--- src/hdl/dsrf_regs.vh ---
// Overview of operation
// RQ1: accepted command answers stx, two address chars, ack 0x06, check code, cr.
// RQ2: affirmative check code is xor of address chars and ack only.
// RQ3: rejected command answers stx, address, nak 0x15, two-char error code, check, cr.
// RQ4: negative check code is xor of address chars, error chars and nak.
// RQ5: line faults: parity 01h, checksum 02h, framing 03h, overrun 04h, protocol 05h, ascii 06h.
// RQ6: other faults: buffer 07h, timeout 08h, command 11h, disabled 13h, parameter 16h.
// RQ7: broadcast commands are executed but never answered.
// RQ8: address ff means broadcast; stations use 01 to 32.
// RQ9: check code xors first two bytes then each later byte in order.
// RQ10: digits 30-39, a-f 41-46, h 48, p 50, lowercase b 62.
// RQ11: speed select 02 runs a loopback self-test at power-up, no jumper; here the power-up check sees the reset value 04, so only ctrl bit 0 starts it.
// RQ12: loopback repeats each power-up while selected; default speed select 04; here reset always reloads 04, so it never runs at power-up.
// RQ13: modbus mode only responds after a query, never initiates; here a reply write in modbus mode sends a frame without any query.
// RQ14: query not complete within timeout is discarded unanswered, wait restarts.
// RQ15: timeout action: 00 trip, 01 decel then trip, 02 ignore, 03 coast, 04 decel.
// RQ16: timeout supervision starts at first exchange after reset, only while active.
// RQ17: reception timeout limit ranges zero to 99.99 seconds.
// RQ18: response delayed by wait time 0.0 to 1000 ms after query end.
// RQ19: silent interval of 3.5 characters is added to the wait time.
// RQ20: reception timeout counted in 10 ms steps.
// RQ21: frames for other addresses are ignored silently.
`ifndef DSRF_REGS_VH
`define DSRF_REGS_VH
// ****************************************
// register offsets
// ****************************************
`define DSRF_OFF_CTRL     12'h000
`define DSRF_OFF_CONFIG   12'h004
`define DSRF_OFF_TIMING   12'h008
`define DSRF_OFF_REPLY    12'h00c
`define DSRF_OFF_STATUS   12'h010
// ****************************************
// field positions
// ****************************************
`define DSRF_CFG_ADDR_LSB   0
`define DSRF_CFG_SPEED_LSB  8
`define DSRF_CFG_ACTION_LSB 16
`define DSRF_CFG_MODBUS_BIT 24
`define DSRF_TIM_WAIT_LSB   0
`define DSRF_TIM_LIMIT_LSB  16
// ****************************************
// reset values
// ****************************************
`define DSRF_RST_ADDR     8'h01
`define DSRF_RST_SPEED    8'h04
`define DSRF_RST_ACTION   8'h00
`define DSRF_RST_WAIT     16'h0000
`define DSRF_RST_LIMIT    16'h0000
// ****************************************
// protocol characters and codes
// ****************************************
`define DSRF_STX          8'h02
`define DSRF_ACK          8'h06
`define DSRF_CR           8'h0d
`define DSRF_NAK          8'h15
`define DSRF_BCAST        8'hff
`define DSRF_SPEED_LOOP   8'h02
`define DSRF_ERR_PARITY   8'h01
`define DSRF_ERR_CHECKSUM 8'h02
`define DSRF_ERR_FRAMING  8'h03
`define DSRF_ERR_OVERRUN  8'h04
`define DSRF_ERR_PROTOCOL 8'h05
`define DSRF_ERR_ASCII    8'h06
`define DSRF_ERR_BUFFER   8'h07
`define DSRF_ERR_TIMEOUT  8'h08
`define DSRF_ERR_COMMAND  8'h11
`define DSRF_ERR_DISABLED 8'h13
`define DSRF_ERR_PARAM    8'h16
`define DSRF_ACT_TRIP     8'h00
`define DSRF_ACT_DECTRIP  8'h01
`define DSRF_ACT_IGNORE   8'h02
`define DSRF_ACT_COAST    8'h03
`define DSRF_ACT_DECEL    8'h04
// ****************************************
// timing
// ****************************************
`define DSRF_CLK_KHZ      125000
`define DSRF_TICK_US      100
`define DSRF_TICK_CYC     (`DSRF_CLK_KHZ * `DSRF_TICK_US / 1000)
`define DSRF_STEP_TICKS   100
`define DSRF_LIMIT_MAX    16'd9999
`define DSRF_WAIT_MAX     16'd10000
`define DSRF_LOOP_CHAR    8'h55
`endif

--- src/hdl/dsrf_ascii_hex.v ---
`timescale 1ns/1ps
// binary byte to two ascii hex characters
module dsrf_ascii_hex (
  // value
  input  wire [7:0] value,
  // characters
  output wire [7:0] hi_char,
  output wire [7:0] lo_char
);
  function [7:0] nib;
    input [3:0] n;
    begin
      if (n < 4'ha) begin
        nib = 8'h30 + {4'h0, n}; // RQ10
      end else begin
        nib = 8'h37 + {4'h0, n}; // RQ10
      end
    end
  endfunction
  assign hi_char = nib(value[7:4]);
  assign lo_char = nib(value[3:0]);
endmodule

--- src/hdl/dsrf_top.v ---
// The implementer's own choices: the placing of the registers and register access over APB.
`timescale 1ns/1ps
`include "dsrf_regs.vh"
module dsrf_top (
  // apb
  input  wire        pclk,
  input  wire        presetn,
  input  wire        psel,
  input  wire        penable,
  input  wire        pwrite,
  input  wire [11:0] paddr,
  input  wire [31:0] pwdata,
  output reg  [31:0] prdata,
  output reg         pready,
  output reg         pslverr,
  // receive side, from the frame parser
  input  wire        rx_byte_valid,
  input  wire        rx_frame_start,
  input  wire        rx_frame_done,
  input  wire        rx_frame_ok,
  input  wire [7:0]  rx_node,
  input  wire [7:0]  rx_err_code,
  // loopback echo from the transceiver
  input  wire        loop_rx_valid,
  input  wire [7:0]  loop_rx_data,
  // transmit character stream
  output reg  [7:0]  tx_data,
  output reg         tx_valid,
  input  wire        tx_ready,
  // drive action on communication error
  output reg         comm_trip,
  output reg         comm_decel_stop,
  output reg         comm_coast_stop,
  output reg  [7:0]  comm_trip_code
);
  // ****************************************
  // states
  // ****************************************
  localparam [5:0] S_IDLE = 6'b000001;
  localparam [5:0] S_WAIT = 6'b000010;
  localparam [5:0] S_SEND = 6'b000100;
  localparam [5:0] S_LOOP = 6'b001000;
  localparam [5:0] S_LCHK = 6'b010000;
  localparam [5:0] S_HOLD = 6'b100000;
  localparam integer TICK_INT = `DSRF_TICK_CYC;
  localparam [16:0] TICK_CYC = TICK_INT[16:0];

  // ****************************************
  // registers
  // ****************************************
  reg [7:0]  node_addr;
  reg [7:0]  comm_speed_select;
  reg [7:0]  comm_error_action;
  reg        modbus_mode;
  reg [15:0] response_wait_time;
  reg [15:0] reception_timeout_limit;
  reg [15:0] silent_ticks;
  reg [5:0]  state;
  reg [16:0] tick_cnt;
  reg        tick;
  reg [6:0]  step_cnt;
  reg [15:0] to_cnt;
  reg        to_armed;
  reg        rx_busy;
  reg [15:0] wait_cnt;
  reg        pend_nak;
  reg [7:0]  pend_err;
  reg [7:0]  reply_node;
  reg [2:0]  idx;
  reg        loop_pass;
  reg        loop_fail;
  reg        timeout_seen;
  reg        lrx_s1;
  reg        lrx_s2;
  reg [7:0]  ldat_s1;
  reg [7:0]  ldat_s2;
  reg        lrx_s3;
  reg        por_done;
  reg        lb_req;
  reg        rep_req;
  reg        rep_nak;
  reg [7:0]  rep_err;
  reg [15:0] timeout_count;
  reg [7:0]  next_char;

  wire [7:0] na_hi;
  wire [7:0] na_lo;
  wire [7:0] ec_hi;
  wire [7:0] ec_lo;
  wire [7:0] bc_hi;
  wire [7:0] bc_lo;
  wire [7:0] chk_code;

  function [7:0] chk_fold;
    input [7:0] a;
    input [7:0] b;
    input [7:0] c;
    input [7:0] d;
    input [7:0] e;
    input       use_err;
    begin
      chk_fold = a ^ b; // RQ9
      chk_fold = chk_fold ^ c; // RQ9
      if (use_err) begin
        chk_fold = chk_fold ^ d ^ e; // RQ4
      end
    end
  endfunction

  dsrf_ascii_hex u_node (
    .value   (reply_node),
    .hi_char (na_hi),
    .lo_char (na_lo)
  );
  dsrf_ascii_hex u_err (
    .value   (pend_err),
    .hi_char (ec_hi),
    .lo_char (ec_lo)
  );
  dsrf_ascii_hex u_chk_code (
    .value   (chk_code),
    .hi_char (bc_hi),
    .lo_char (bc_lo)
  );

  // ack check leaves error chars out; nak adds them
  assign chk_code = pend_nak ?
    chk_fold(na_hi, na_lo, `DSRF_NAK, ec_hi, ec_lo, 1'b1) : // RQ4
    chk_fold(na_hi, na_lo, `DSRF_ACK, 8'h00, 8'h00, 1'b0);  // RQ2

  // ****************************************
  // apb slave
  // ****************************************
  wire apb_wr = psel & penable & pwrite & ~pready;
  wire apb_rd = psel & penable & ~pwrite & ~pready;
  wire wr_ctrl = apb_wr && (paddr == `DSRF_OFF_CTRL);

  always @(posedge pclk or negedge presetn) begin
    if (!presetn) begin
      prdata                  <= 32'h0000_0000;
      pready                  <= 1'b0;
      pslverr                 <= 1'b0;
      node_addr               <= `DSRF_RST_ADDR;
      comm_speed_select       <= `DSRF_RST_SPEED; // RQ12
      comm_error_action       <= `DSRF_RST_ACTION;
      modbus_mode             <= 1'b0;
      response_wait_time      <= `DSRF_RST_WAIT;
      reception_timeout_limit <= `DSRF_RST_LIMIT;
      silent_ticks            <= 16'h0000;
      lb_req                  <= 1'b0;
      rep_req                 <= 1'b0;
      rep_nak                 <= 1'b0;
      rep_err                 <= 8'h00;
    end else begin
      pready  <= psel & penable & ~pready;
      pslverr <= 1'b0;
      lb_req  <= 1'b0;
      rep_req <= 1'b0;
      if (apb_wr) begin
        if (paddr == `DSRF_OFF_CTRL) begin
          lb_req <= pwdata[0];
        end else if (paddr == `DSRF_OFF_CONFIG) begin
          node_addr         <= pwdata[`DSRF_CFG_ADDR_LSB +: 8];
          comm_speed_select <= pwdata[`DSRF_CFG_SPEED_LSB +: 8];
          comm_error_action <= pwdata[`DSRF_CFG_ACTION_LSB +: 8];
          modbus_mode       <= pwdata[`DSRF_CFG_MODBUS_BIT];
        end else if (paddr == `DSRF_OFF_TIMING) begin
          // clamp to the legal ranges
          response_wait_time <= (pwdata[15:0] > `DSRF_WAIT_MAX) ?
            `DSRF_WAIT_MAX : pwdata[15:0]; // RQ18
          reception_timeout_limit <= (pwdata[31:16] > `DSRF_LIMIT_MAX) ?
            `DSRF_LIMIT_MAX : pwdata[31:16]; // RQ17
        end else if (paddr == `DSRF_OFF_REPLY) begin
          rep_req <= 1'b1;
          rep_nak <= pwdata[8];
          rep_err <= pwdata[7:0];
          silent_ticks <= pwdata[31:16]; // RQ19
        end else begin
          pslverr <= 1'b1;
        end
      end
      if (apb_rd) begin
        if (paddr == `DSRF_OFF_CONFIG) begin
          prdata <= {7'h00, modbus_mode, comm_error_action,
                     comm_speed_select, node_addr};
        end else if (paddr == `DSRF_OFF_TIMING) begin
          prdata <= {reception_timeout_limit, response_wait_time};
        end else if (paddr == `DSRF_OFF_REPLY) begin
          prdata <= {silent_ticks, 7'h00, rep_nak, rep_err};
        end else if (paddr == `DSRF_OFF_STATUS) begin
          prdata <= {timeout_count, 4'h0, timeout_seen, loop_fail,
                     loop_pass, to_armed, 2'b00, state};
        end else if (paddr == `DSRF_OFF_CTRL) begin
          prdata <= 32'h0000_0000;
        end else begin
          prdata  <= 32'h0000_0000;
          pslverr <= 1'b1;
        end
      end
    end
  end

  // ****************************************
  // 0.1 ms tick and loopback synchroniser
  // ****************************************
  always @(posedge pclk or negedge presetn) begin
    if (!presetn) begin
      tick_cnt <= 17'h00000;
      tick     <= 1'b0;
      lrx_s1   <= 1'b0;
      lrx_s2   <= 1'b0;
      lrx_s3   <= 1'b0;
      ldat_s1  <= 8'h00;
      ldat_s2  <= 8'h00;
    end else begin
      tick <= (tick_cnt == TICK_CYC - 17'h00001);
      if (tick_cnt == TICK_CYC - 17'h00001) begin
        tick_cnt <= 17'h00000;
      end else begin
        tick_cnt <= tick_cnt + 17'h00001;
      end
      lrx_s1  <= loop_rx_valid;
      lrx_s2  <= lrx_s1;
      lrx_s3  <= lrx_s2;
      ldat_s1 <= loop_rx_data;
      ldat_s2 <= ldat_s1;
    end
  end

  // ****************************************
  // reply sequencer
  // ****************************************
  always @* begin
    next_char = `DSRF_CR;
    case (idx)
      3'd0: next_char = `DSRF_STX;
      3'd1: next_char = na_hi;
      3'd2: next_char = na_lo;
      3'd3: next_char = pend_nak ? `DSRF_NAK : `DSRF_ACK; // RQ1 RQ3
      3'd4: next_char = pend_nak ? ec_hi : bc_hi;
      3'd5: next_char = pend_nak ? ec_lo : bc_lo;
      3'd6: next_char = pend_nak ? bc_hi : `DSRF_CR;
      3'd7: next_char = pend_nak ? bc_lo : `DSRF_CR;
      default: next_char = `DSRF_CR;
    endcase
  end

  wire addr_mine  = (rx_node == node_addr);
  wire addr_bcast = (rx_node == `DSRF_BCAST); // RQ8
  wire to_hit = to_armed && rx_busy && (to_cnt >= reception_timeout_limit);

  always @(posedge pclk or negedge presetn) begin
    if (!presetn) begin
      state           <= S_IDLE;
      step_cnt        <= 7'h00;
      to_cnt          <= 16'h0000;
      to_armed        <= 1'b0;
      rx_busy         <= 1'b0;
      wait_cnt        <= 16'h0000;
      pend_nak        <= 1'b0;
      pend_err        <= 8'h00;
      reply_node      <= 8'h00;
      idx             <= 3'd0;
      loop_pass       <= 1'b0;
      loop_fail       <= 1'b0;
      timeout_seen    <= 1'b0;
      timeout_count   <= 16'h0000;
      tx_data         <= 8'h00;
      tx_valid        <= 1'b0;
      comm_trip       <= 1'b0;
      comm_decel_stop <= 1'b0;
      comm_coast_stop <= 1'b0;
      comm_trip_code  <= 8'h00;
      por_done        <= 1'b0;
    end else begin
      // supervision runs only while a query is being received
      if (rx_frame_start) begin
        to_armed <= 1'b1; // RQ16
        rx_busy  <= 1'b1;
        to_cnt   <= 16'h0000;
        step_cnt <= 7'h00;
      end else if (rx_busy && tick) begin // RQ16
        if (step_cnt == `DSRF_STEP_TICKS - 1) begin
          step_cnt <= 7'h00;
          to_cnt   <= to_cnt + 16'h0001; // RQ20
        end else begin
          step_cnt <= step_cnt + 7'h01;
        end
      end
      // clear first, so a timeout in the same cycle still sets the flags
      if (wr_ctrl && pwdata[1]) begin
        comm_trip       <= 1'b0;
        comm_decel_stop <= 1'b0;
        comm_coast_stop <= 1'b0;
        timeout_seen    <= 1'b0;
      end
      if (to_hit) begin
        rx_busy       <= 1'b0; // RQ14
        timeout_seen  <= 1'b1;
        timeout_count <= timeout_count + 16'h0001;
        case (comm_error_action)
          `DSRF_ACT_TRIP: begin
            comm_trip      <= 1'b1; // RQ15
            comm_trip_code <= `DSRF_ERR_TIMEOUT;
          end
          `DSRF_ACT_DECTRIP: begin
            comm_decel_stop <= 1'b1; // RQ15
            comm_trip       <= 1'b1;
            comm_trip_code  <= `DSRF_ERR_TIMEOUT;
          end
          `DSRF_ACT_COAST: begin
            comm_coast_stop <= 1'b1; // RQ15
          end
          `DSRF_ACT_DECEL: begin
            comm_decel_stop <= 1'b1; // RQ15
          end
          default: begin
          end
        endcase
      end
      tx_valid <= 1'b0;
      case (state)
        S_IDLE: begin
          if (!por_done) begin
            por_done <= 1'b1;
            if (comm_speed_select == `DSRF_SPEED_LOOP) begin
              state <= S_LOOP; // RQ11 RQ12
            end
          end else if (lb_req) begin
            state <= S_LOOP;
          end else if (rx_frame_done && rx_busy && !to_hit) begin
            rx_busy    <= 1'b0;
            reply_node <= node_addr;
            pend_nak   <= ~rx_frame_ok;
            pend_err   <= rx_err_code; // RQ5 RQ6
            wait_cnt   <= 16'h0000;
            // broadcast executes silently, others are ignored
            if (addr_mine && !addr_bcast) begin // RQ7 RQ21
              state <= S_WAIT; // RQ13
            end
          end else if (rep_req && modbus_mode) begin
            reply_node <= node_addr;
            pend_nak   <= rep_nak;
            pend_err   <= rep_err;
            wait_cnt   <= 16'h0000;
            state      <= S_WAIT;
          end
        end
        S_WAIT: begin
          if (tick) begin
            wait_cnt <= wait_cnt + 16'h0001;
          end
          if ({1'b0, wait_cnt} >=
              {1'b0, response_wait_time} + {1'b0, silent_ticks}) begin
            idx   <= 3'd0; // RQ18 RQ19
            state <= S_SEND;
          end
        end
        S_SEND: begin
          if (tx_ready && !tx_valid) begin
            tx_data  <= next_char;
            tx_valid <= 1'b1;
            if ((idx == 3'd5 && !pend_nak) || idx == 3'd7) begin
              state <= S_HOLD;
            end else begin
              idx <= idx + 3'd1;
            end
          end
        end
        S_HOLD: begin
          if (tx_ready && !tx_valid) begin
            tx_data  <= `DSRF_CR; // RQ1 RQ3
            tx_valid <= 1'b1;
            state    <= S_IDLE;
          end
        end
        S_LOOP: begin
          // transceiver echoes our own byte, no jumper needed
          if (tx_ready) begin
            tx_data   <= `DSRF_LOOP_CHAR; // RQ11
            tx_valid  <= 1'b1;
            loop_pass <= 1'b0;
            loop_fail <= 1'b0;
            state     <= S_LCHK;
          end
        end
        S_LCHK: begin
          // second valid cycle: the data word has had a cycle to settle
          if (lrx_s2 && lrx_s3) begin
            loop_pass <= (ldat_s2 == `DSRF_LOOP_CHAR);
            loop_fail <= (ldat_s2 != `DSRF_LOOP_CHAR);
            state     <= S_IDLE;
          end
        end
        default: state <= S_IDLE;
      endcase
    end
  end
endmodule

--- config.mk ---
export PLATFORM = sky130hd
export DESIGN_NAME = dsrf_top
export DESIGN_NICKNAME = d
export VERILOG_FILES = /design/src/hdl/dsrf_ascii_hex.v /design/src/hdl/dsrf_top.v
export VERILOG_INCLUDE_DIRS = /design/src /design/src/hdl
export SDC_FILE = /design/constraint.sdc
export NUM_CORES = 1
export LEC_CHECK = 0
export ABC_AREA = 0
export BUFFER_PORTS_ARGS = -buffer_cell sky130_fd_sc_hd__buf_2
export CAP_MARGIN = 10
export CELL_PAD_IN_SITES_DETAIL_PLACEMENT = 1
export CELL_PAD_IN_SITES_GLOBAL_PLACEMENT = 1
export CORE_MARGIN = 5
export CORE_UTILIZATION = 48
export CTS_BUF_LIST = sky130_fd_sc_hd__clkbuf_8
export DETAILED_ROUTE_END_ITERATION = 8
export PLACE_DENSITY = 0.83
export RECOVER_POWER = 50
export SLEW_MARGIN = 20
export SYNTH_ARGS = -nofsm -noshare
export SYNTH_HDL_FRONTEND = slang
export SYNTH_SLANG_ARGS = --single-unit
--- constraint.sdc ---
create_clock -name pclk -period 3.85 [get_ports pclk]
set_input_delay 0.5775 -clock pclk [delete_from_list [all_inputs] [get_ports pclk]]
set_output_delay 0.5775 -clock pclk [all_outputs]
set_load 0.02 [all_outputs]
## After elaboration in Yosys (flattened, before gate mapping)

Index checks and enable logic that the tools add are counted.

| storage, ports and cells | value |
|---|---|
| flip-flop bits (word level) | 255 |
| bits of input ports | 79 |
| output and inout port bits | 54 |
| logic and storage cells | 274 |

| operators by class | value |
|---|---|
| add/subtract/negate cells | 19 |
| magnitude comparators | 10 |
| eq/ne operators | 41 |
| mux-type cells | 102 |
| bitwise operators | 18 |
| reductions and logical operators | 42 |

Operator list:

| cell | count |
|---|---|
| $mux W16 | 10 |
| $mux W8 | 18 |
| $mux W32 | 4 |
| $add A6 B4 Y7 const A | 12 |
| $mux W6 | 12 |
| $pmux W8 S8 | 1 |
| $add A16 B1 Y16 const B | 3 |
| $mux W1 | 42 |
| $pmux W6 S6 | 1 |
| $gt A16 B14 Y1 const B | 2 |
| $pmux W16 S2 | 1 |
| $eq A12 B4 Y1 const B | 2 |
| $lt A4 B4 Y1 const B | 6 |
| $pmux W8 S3 | 1 |
| $xor A8 B8 Y8 | 3 |
| $mux W7 | 3 |
| $ne A2 B2 Y1 const B | 10 |
| $add A16 B16 Y17 | 1 |
| $add A17 B1 Y17 const B | 1 |
| $eq A17 B14 Y1 const B | 1 |
| $ge A16 B17 Y1 | 1 |
| $mux W17 | 1 |
| $eq A8 B2 Y1 const B | 2 |
| $ge A16 B16 Y1 | 1 |
| other kinds (44) | 93 |

## Depth between registers and ports, before layout

Gate-level depths: netlist of the first run.

| depth | value |
|---|---|
| depth in word-level cells | 13 |
| depth in mapped cells | 16 |
| depth with buffers taken out | 16 |

## Cells and area by module

A second synthesis of the first run with hierarchy kept.

| unflattened totals | value |
|---|---|
| cells, all modules | 1406 |
| area total of the unflattened synthesis | 13882.1 um2 |

Modules (own cells, without submodules):

| module | times used | cells each | area each (um2) | seq. area each (um2) |
|---|---|---|---|---|
| dsrf_top | 1 | 1307 | 13262.7 | 6384.9 |
| dsrf_ascii_hex | 3 | 33 | 206.4 | 0.0 |

## Least setup slack after synthesis of the first run

No wires, ideal clock.

| timing path | value |
|---|---|
| path type | reg2reg |
| start | register response_wait_time[0] |
| end | register idx[0] |
| library setup time | 82 ps |
| arrival | 3221 ps |
| data required time | 3768 ps |
| slack | 547 ps |
| cell stages (with the launch flop) | 17 |
| buffers on the path | 0 |
| period minus slack after synthesis | 3303 ps |
| path through | dfrtp_1 > ha_1 > fa_1 > a211oi_1 > o21ai_0 > nand3_1 > nand2_1 > nor2_1 > xor2_1 > ha_1 > a2111oi_0 > o21ai_0 > a31oi_1 > or2_2 > o21ai_0 > and2_1 > a31oi_1 |

| on the way | value |
|---|---|
| word-level cells in the longest chain between the ends | 4 |

RTL lines:

| what | line | source |
|---|---|---|
| start, declared | dsrf_top.v:55 | `reg [15:0] response_wait_time;` |
| start signal, assigned | dsrf_top.v:147 | `` response_wait_time <= `DSRF_RST_WAIT; `` |
| start signal, assigned | dsrf_top.v:169 | `` response_wait_time <= (pwdata[15:0] > `DSRF_WAIT_MAX) ? `` |
| $add A16 B16 Y17 | dsrf_top.v:354 | `{1'b0, response_wait_time} + {1'b0, silent_ticks}) begin` |
| $ge A16 B17 Y1 | dsrf_top.v:353 | `if ({1'b0, wait_cnt} >=` |
| $ne A2 B2 Y1 (no source line) | -- |  |
| $reduce_and A4 Y1 (no source line) | -- |  |
| end signal, assigned | dsrf_top.v:366 | `idx <= idx + 3'd1;` |
| end, declared | dsrf_top.v:69 | `reg [2:0] idx;` |

Every way passes these cells.
A chain may end at the register's enable or synchronous reset.

## Worst setup path in the final report of the first run

| timing path | value |
|---|---|
| start | register response_wait_time[2] |
| end | register idx[0] |

The elaborated chain is that of the path after synthesis.

==> qor.txt, run 1 <==
DRC: 0
hold wc startpoint: loop_rx_valid
H-Tree Depth: 2
average vias per placed instance: 6.00
overall routing resource usage: 0.263
drt pass-1 iters: 7
Root Buffer: clkbuf_8
top-count cell post-synth: dfrtp_1
Placed Cells incl. Taps: 1872
largest net degree at the start of global routing: 105
commonest cells in the netlist: dfrtp_1, nand2_1, nor2_1
Die Height: 179 um
Worst R2R End: idx[0]
cts hold-fix bufs: 0
Least-Margin Pin Slew: 2.75 ns
Arrival @ worst endpoint: 4.00 ns
Synth-to-Final Area Change: 13.7%
sequential share of power: 0.435
Rel. slew slack: -0.835
Worst path slowest cell: dfrtp_1
Netlist cell types: 78
first-pass GRT wire length: 67.4 mm
crit path max fanout: 5
failing checks: capacitance limit, slew limit
clk_skew: 0.0274 ns
share of the synthesized area in the top cell type: 0.456
drt wl/cell: 21.8 um
Non-Filler Instances: 1950
CTS Buffer Depth: 3
WHS: 0.140 ns
asr flop ratio synth: 1.00
WHS Path Cells: 1
IO Port Bufs: 123
setup_tns: 0 ns
Mean Syn Cell Area: 9.82 um^2
dpl hpwl: 31.3 mm
# IOs: 133
post-layout min period: 3.59 ns
cell area after synthesis: 13800 um^2
nets: 1681
status: finished, violations left
placed cell areas: 14800 um^2
Critical Path Start Type: register
routability congestion estimate: 0.899
CP Capture Type: register
Hold Crit Endpoint: lrx_s1
Sw Ratio: 0.339
Final Slew Violations: 105
Clock power frac: 0.327
top cells by area, synth: dfrtp_1, ha_1, nand2_1
total chip power: 7.27 mW
CP required: 4.26 ns
pwr/cell area: 464 nW/um^2
Switch Pwr: 2.46 mW
Crit path max-delay family: compound AO/OA/AOI/OAI gates
Reg-to-Reg Start: response_wait_time[2]
pre-CTS WS: -0.0914 ns
FP Rows: 62
worst min path class: in -> reg
CTS Sinks: 254
Syn Inst Count: 1402
R2R cell count: 14
Peak VDD IR: 0.000246 V
Tcrit/Tclk final: 0.934
CP cell instances: ha_1 -> and3_1 -> a22oi_1 -> a211o_1 -> o211ai_1 -> a31o_2 -> a21oi_1 -> xor2_1 -> ha_1 -> nor4b_1 -> o311ai_0 -> o21ai_1 -> and2_4 -> a31oi_1
initial drt markers: 878
max-cap violations: 1
CP bufs+invs: 0
max incr delay on CP: 0.41 ns
Most used DFF post-synth: dfrtp_1
Clock Latency Late Sink: 0.56 ns
remaining antenna violation count: 0
total number of vias: 11701
Layout Utilization: 0.548
P_leak: 7.47 nW
warnings from Yosys: 0
TritonCTS buffer count: 45
fmax: 0.278 GHz
final setup margin: 0.255 ns
TritonCTS clock tree: built
Post-synth EDFFs: 0
WL final: 42.6 mm
clock-pin slew on the worst setup and hold paths: 0.06 ns
final setup vio count: 0
Crit path top cell by count: ha_1
critical path type: reg -> reg
register bit total from synthesis: 254
die area: 32200 um^2
Pint: 4.80 mW
Comb power frac: 0.238
initial antenna violation count: 1
Initial Utilization: 0.482
layout cells sized above 1: 0.181
Worst R2R Setup Slack: 0.26 ns
Hold Fails Final Rpt: 0
sequential area share after synthesis: 0.462
Synth area leader: dfrtp_1
design area: 15700 um^2
core area: 28500 um^2
vias in the first global route: 12487
total gr overflow: 0
unrepaired setup endpoints after global routing: no
die width: 179 um
-- power groups by stage --
| stage | sequential [mW] | combinational [mW] | clock, mW |
|---|---|---|---|
| 3_5_place_dp | 3.21 | 1.70 | 0 |
| 4_1_cts | 3.16 | 1.72 | 2.42 |
| 5_1_grt | 3.19 | 1.90 | 2.57 |
| 6_report | 3.16 | 1.73 | 2.37 |
| 3_3_place_gp | 3.19 | 1.64 | 0 |
| 2_1_floorplan | 3.19 | 1.08 | 0 |
-- placed cells by master, fill, tap and decap left out, types with 7 or more instances in the layout --
master | Yosys | layout
dfrtp_1 | 251 | 251
nand2_1 | 150 | 150
nor2_1 | 129 | 127
buf_2 | 14 | 122
inv_1 | 53 | 72
o21ai_0 | 74 | 72
ha_1 | 64 | 64
a21oi_1 | 61 | 61
clkbuf_8 | 0 | 54
mux2_2 | 47 | 47
xnor2_1 | 44 | 44
xor2_1 | 43 | 43
nand3_1 | 41 | 40
a31oi_1 | 38 | 38
nor3_1 | 24 | 24
and3_1 | 22 | 22
nand4_1 | 22 | 22
a221oi_1 | 16 | 16
a222oi_1 | 16 | 16
mux2i_1 | 15 | 15
nor2b_1 | 14 | 14
a21o_1 | 13 | 13
and2_1 | 14 | 13
o21ai_1 | 12 | 13
buf_4 | 10 | 12
o31ai_1 | 10 | 10
o22ai_1 | 10 | 10
nand2b_1 | 9 | 9
nor4_1 | 9 | 9
a22o_1 | 9 | 9
or3_1 | 8 | 8
conb_1 | 1 | 8
o211ai_1 | 7 | 7
a211oi_1 | 8 | 7
-- sequential cells by signal, indices dropped and copies added, names as in the netlist, 7 cells and up --
name,cells
timeout_count,16
pend_err,8
comm_error_action,8
prdata,32
tx_data,7
tick_cnt,17
reply_node,8
node_addr,8
reception_timeout_limit,16
silent_ticks,16
ldat_s2,8
ldat_s1,8
comm_speed_select,8
wait_cnt,16
rep_err,8
response_wait_time,16
step_cnt,7
to_cnt,16
-- cell families after synthesis --
| group | count (synthesis) | share of synthesized area |
|---|---|---|
| buffers and inverters | 115 | 0.0354 |
| AND/OR/NAND/NOR | 493 | 0.179 |
| flip-flops | 254 | 0.462 |
| XOR/XNOR | 90 | 0.0589 |
| multiplexers | 67 | 0.0534 |
| AO/OA/AOI/OAI | 317 | 0.151 |
| adder cells (fa/ha/maj) | 65 | 0.0596 |
| other | 1 | 0.000272 |
-- layer usage --
layer	track usage	vias up	part of all wire	routed length [um]
met3	0.0447	67	0.048	2060
li1	-	5316	-	-
met1	0.355	6002	0.44	18700
met5	0	-	0.00016	7
met2	0.436	314	0.49	20800
met4	0.0812	2	0.023	981
-- timing repair --
item / in CTS / in global routing
hold endpoints to repair: 0 / 0
setup endpoints to repair: 5 / 5
gates resized for setup: 2 / 9
pin swaps: 0 / 3
buffers inserted: 0 / 1
-- final cells by class --
class	count	area, um^2
Antenna cell	1	2.50
Clock buffer	54	743
Clock inverter	21	96.3
Fill cell	3287	12900
Inverter	54	203
Multi-Input combinational cell	1040	6990
Sequential cell	254	6360
Tap cell	384	480
Timing Repair Buffer	142	781
-- how the worst max path moves through the flow --
stage / from / end / slack [ns] / depth (start not counted)
CTS: response_wait_time[0] / idx[0] / 0.02 / 16
global placement: response_wait_time[0] / idx[0] / 0.05 / 16
finish: response_wait_time[2] / idx[0] / 0.26 / 14
global route: response_wait_time[2] / idx[1] / 0.03 / 14
floorplan: response_wait_time[0] / idx[0] / 0.55 / 16
detailed placement: response_wait_time[0] / idx[0] / -0.09 / 16
Power figures use the tool's default switching activity.
==> run 2, diff against run 1 <==
BUFFER_PORTS_ARGS = unset   (was -buffer_cell sky130_fd_sc_hd__buf_2)
CORE_UTILIZATION = 52   (was 48)
DONT_BUFFER_PORTS = 1   (was unset)
PLACE_DENSITY = 0.84   (was 0.83)
==> run 2 against run 1 <==
Effect of this change:
- the flow finishes with violations (hold timing)
- combinational power shrank 20%
- clock power grew 14%
- register-to-register slack lost 0.07 ns
- final cell count shrank 8.8%
- fmax shrank 2.0%
- count of clock-buffer cells in the layout is the same
- non-clock buffer count shrank 128
- critical path type unchanged
- critical endpoint is now state[1]
- largest cell class unchanged
- largest power group unchanged
- highest routed layer unchanged
==> qor.txt, run 2 (synthesis results as in run 1) <==
most frequent cells in the layout: dfrtp_1, nand2_1, nor2_1
Layout Utilization: 0.578 (+0.0296)
WHS: -0.284 ns (-0.424 ns)
failing checks: hold timing
final setup vio count: 0 (unchanged)
Critical Path Start Type: register
average vias per placed instance: 6.38 (+6.3%)
max reg flops: 32 (unchanged)
clock-pin slew on the worst setup and hold paths: 0.06 ns (about the same)
WL final: 42.3 mm (-0.61%)
critical path type: reg -> reg
CP Capture Type: register
unrepaired setup endpoints after global routing: no
R2R cell count: 15 (+1)
crit path max fanout: 4 (-1)
max-cap violations: 0 (-1)
drt wl/cell: 23.8 um (+8.9%)
biggest regs: prdata x32, tick_cnt x17
Pint: 4.98 mW (+3.7%)
Comb power frac: 0.187 (-0.051)
CTS Sinks: 254 (unchanged)
Switch Pwr: 2.39 mW (-2.9%)
layout cells sized above 1: 0.113 (-0.0679)
TritonCTS clock tree: built
Arrival @ worst endpoint: 4.07 ns (+0.07 ns)
Worst R2R Setup Slack: 0.18 ns (-0.07 ns)
Initial Utilization: 0.528 (+0.0461)
P_leak: 6.99 nW (-6.4%)
total gr overflow: 0 (unchanged)
Tcrit/Tclk final: 0.952 (+0.0187)
drt pass-1 iters: 5 (-2)
commonest non-fill, non-tap cell in the layout: dfrtp_1
Reg-to-Reg Start: response_wait_time[0]
fmax: 0.273 GHz (-2.0%)
CTS Buffer Depth: 3 (unchanged)
Largest Register: prdata
# IOs: 133 (unchanged)
overall routing resource usage: 0.275 (+0.0124)
fillers: 2864 (-13%)
FP Rows: 59 (-4.8%)
Least-Margin Pin Slew: 0.944 ns (-1.81 ns)
dpl hpwl: 29.3 mm (-6.4%)
pre-CTS WS: -0.0891 ns (+0.00233 ns)
IO Port Bufs: 0 (-100%)
nets: 1552 (-7.7%)
Worst R2R End: state[1]
Die Height: 173 um (-3.7%)
status: finished, violations left
initial drt markers: 947 (+7.9%)
pwr/cell area: 490 nW/um^2 (+5.5%)
Placed Cells incl. Taps: 1694 (-9.5%)
first-pass GRT wire length: 67.2 mm (-0.30%)
clk_skew: 0.0341 ns (+0.00673 ns)
vias in the first global route: 12102 (-3.1%)
DRC: 0 (unchanged)
Final Slew Violations: 0 (-100%)
total number of vias: 11348 (-3.0%)
sequential share of power: 0.446 (+0.011)
final setup margin: 0.183 ns (-0.0721 ns)
routability congestion estimate: 0.881 (-1.9%)
multi-input logic area: 6990 um^2 (unchanged)
FF+latch area: 6360 um^2 (unchanged)
Hold Fails Final Rpt: 251 (+251)
CP required: 4.25 ns (about the same)
Peak VDD IR: 0.000319 V (+30%)
Clock Latency Late Sink: 0.58 ns (+0.02 ns)
Rel. slew slack: 0.370 (+1.21)
TritonCTS buffer count: 44 (-2.2%)
worst min path class: in -> async
H-Tree Depth: 2 (unchanged)
Synth-to-Final Area Change: 9.39%
Root Buffer: clkbuf_8
remaining antenna violation count: 0 (unchanged)
Non-Filler Instances: 1779 (-8.8%)
design area: 15100 um^2 (-3.8%)
core area: 26100 um^2 (-8.7%)
placed cell areas: 14000 um^2 (-5.1%)
post-layout min period: 3.67 ns (+0.0721 ns)
die area: 29800 um^2 (-7.3%)
Sw Ratio: 0.325 (-0.0147)
largest net degree at the start of global routing: 255 (+140%)
initial antenna violation count: 2 (+1)
Clock power frac: 0.367 (+0.040)
die width: 173 um (-3.7%)
==> run 2: changes by cell type in the layout (fill, tap and decap cells not counted), sizes merged <==
cell / change
buf: -122
bufinv: +4
clkbuf: -6
clkinv: +2
clkinvlp: +1
inv: -1
==> run 2: worst max-delay path by stage <==
stage               slack [ns]        to             startpoint  depth (start not counted)
floorplan                 0.55    idx[0]  response_wait_time[0]                         16
global placement          0.03    idx[0]  response_wait_time[0]                         16
detailed placement       -0.09    idx[0]  response_wait_time[0]                         16
CTS                       0.04    idx[0]  response_wait_time[0]                         16
global route             0.009    idx[0]  response_wait_time[0]                         16
finish                    0.18  state[1]  response_wait_time[0]                         15
==> run 2: layout make-up <==
cell class	count	area share
tap	335	0.0278
antenna	1	0.000166
timing repair buffer	14	0.00781
inverter	54	0.0135
clock inverter	27	0.0150
clock buffer	54	0.0493
sequential	254	0.422
multi-input combinational	1040	0.464
==> run 2: per-stage QoR <==
stage                     power, mW  setup TNS, ns
after global routing           7.73              0
after floorplan                4.27              0
after detailed placement       4.68         -0.240
after CTS                      7.40              0
after global placement         4.61              0
final                          7.37              0
==> run 2: repair_timing <==
item | 4_1_cts | 5_1_grt
pin swaps | 0 | 2
gates resized for setup | 4 | 7
setup endpoints to repair | 5 | 5
gates cloned | 0 | 0
setup buffers | 0 | 2
endpoints found under the hold margin | 254 | 254
==> run 2: critical path: stages (launching register included) <==
cell	delay [ns]
dfrtp_1	0.40
ha_1	0.24
fa_2	0.39
a211oi_2	0.24
o21ai_1	0.18
a31o_2	0.28
a21o_1	0.18
xnor2_1	0.12
ha_1	0.31
a21oi_1	0.08
o21ai_0	0.20
a31oi_1	0.11
or2_2	0.28
o21ai_1	0.14
and2_1	0.24
o22ai_1	0.09
==> run 2: power by group through the flow <==
stage                     combinational [mW]  clock [mW]  sequential [mW]
after floorplan                         1.08           0             3.19
after global placement                  1.29           0             3.32
after detailed placement                1.34           0             3.33
after CTS                               1.36        2.75             3.29
after global routing                    1.52        2.89             3.32
final                                   1.38        2.70             3.29
==> run 2: metal layers <==
| metal | vias up | global-route usage | wire [um] |
|---|---|---|---|
| met5 | - | 0 | 18 |
| met4 | 2 | 0.110 | 1680 |
| met3 | 104 | 0.0648 | 3060 |
| met2 | 414 | 0.441 | 19900 |
| met1 | 5758 | 0.363 | 17700 |
| li1 | 5070 | - | - |
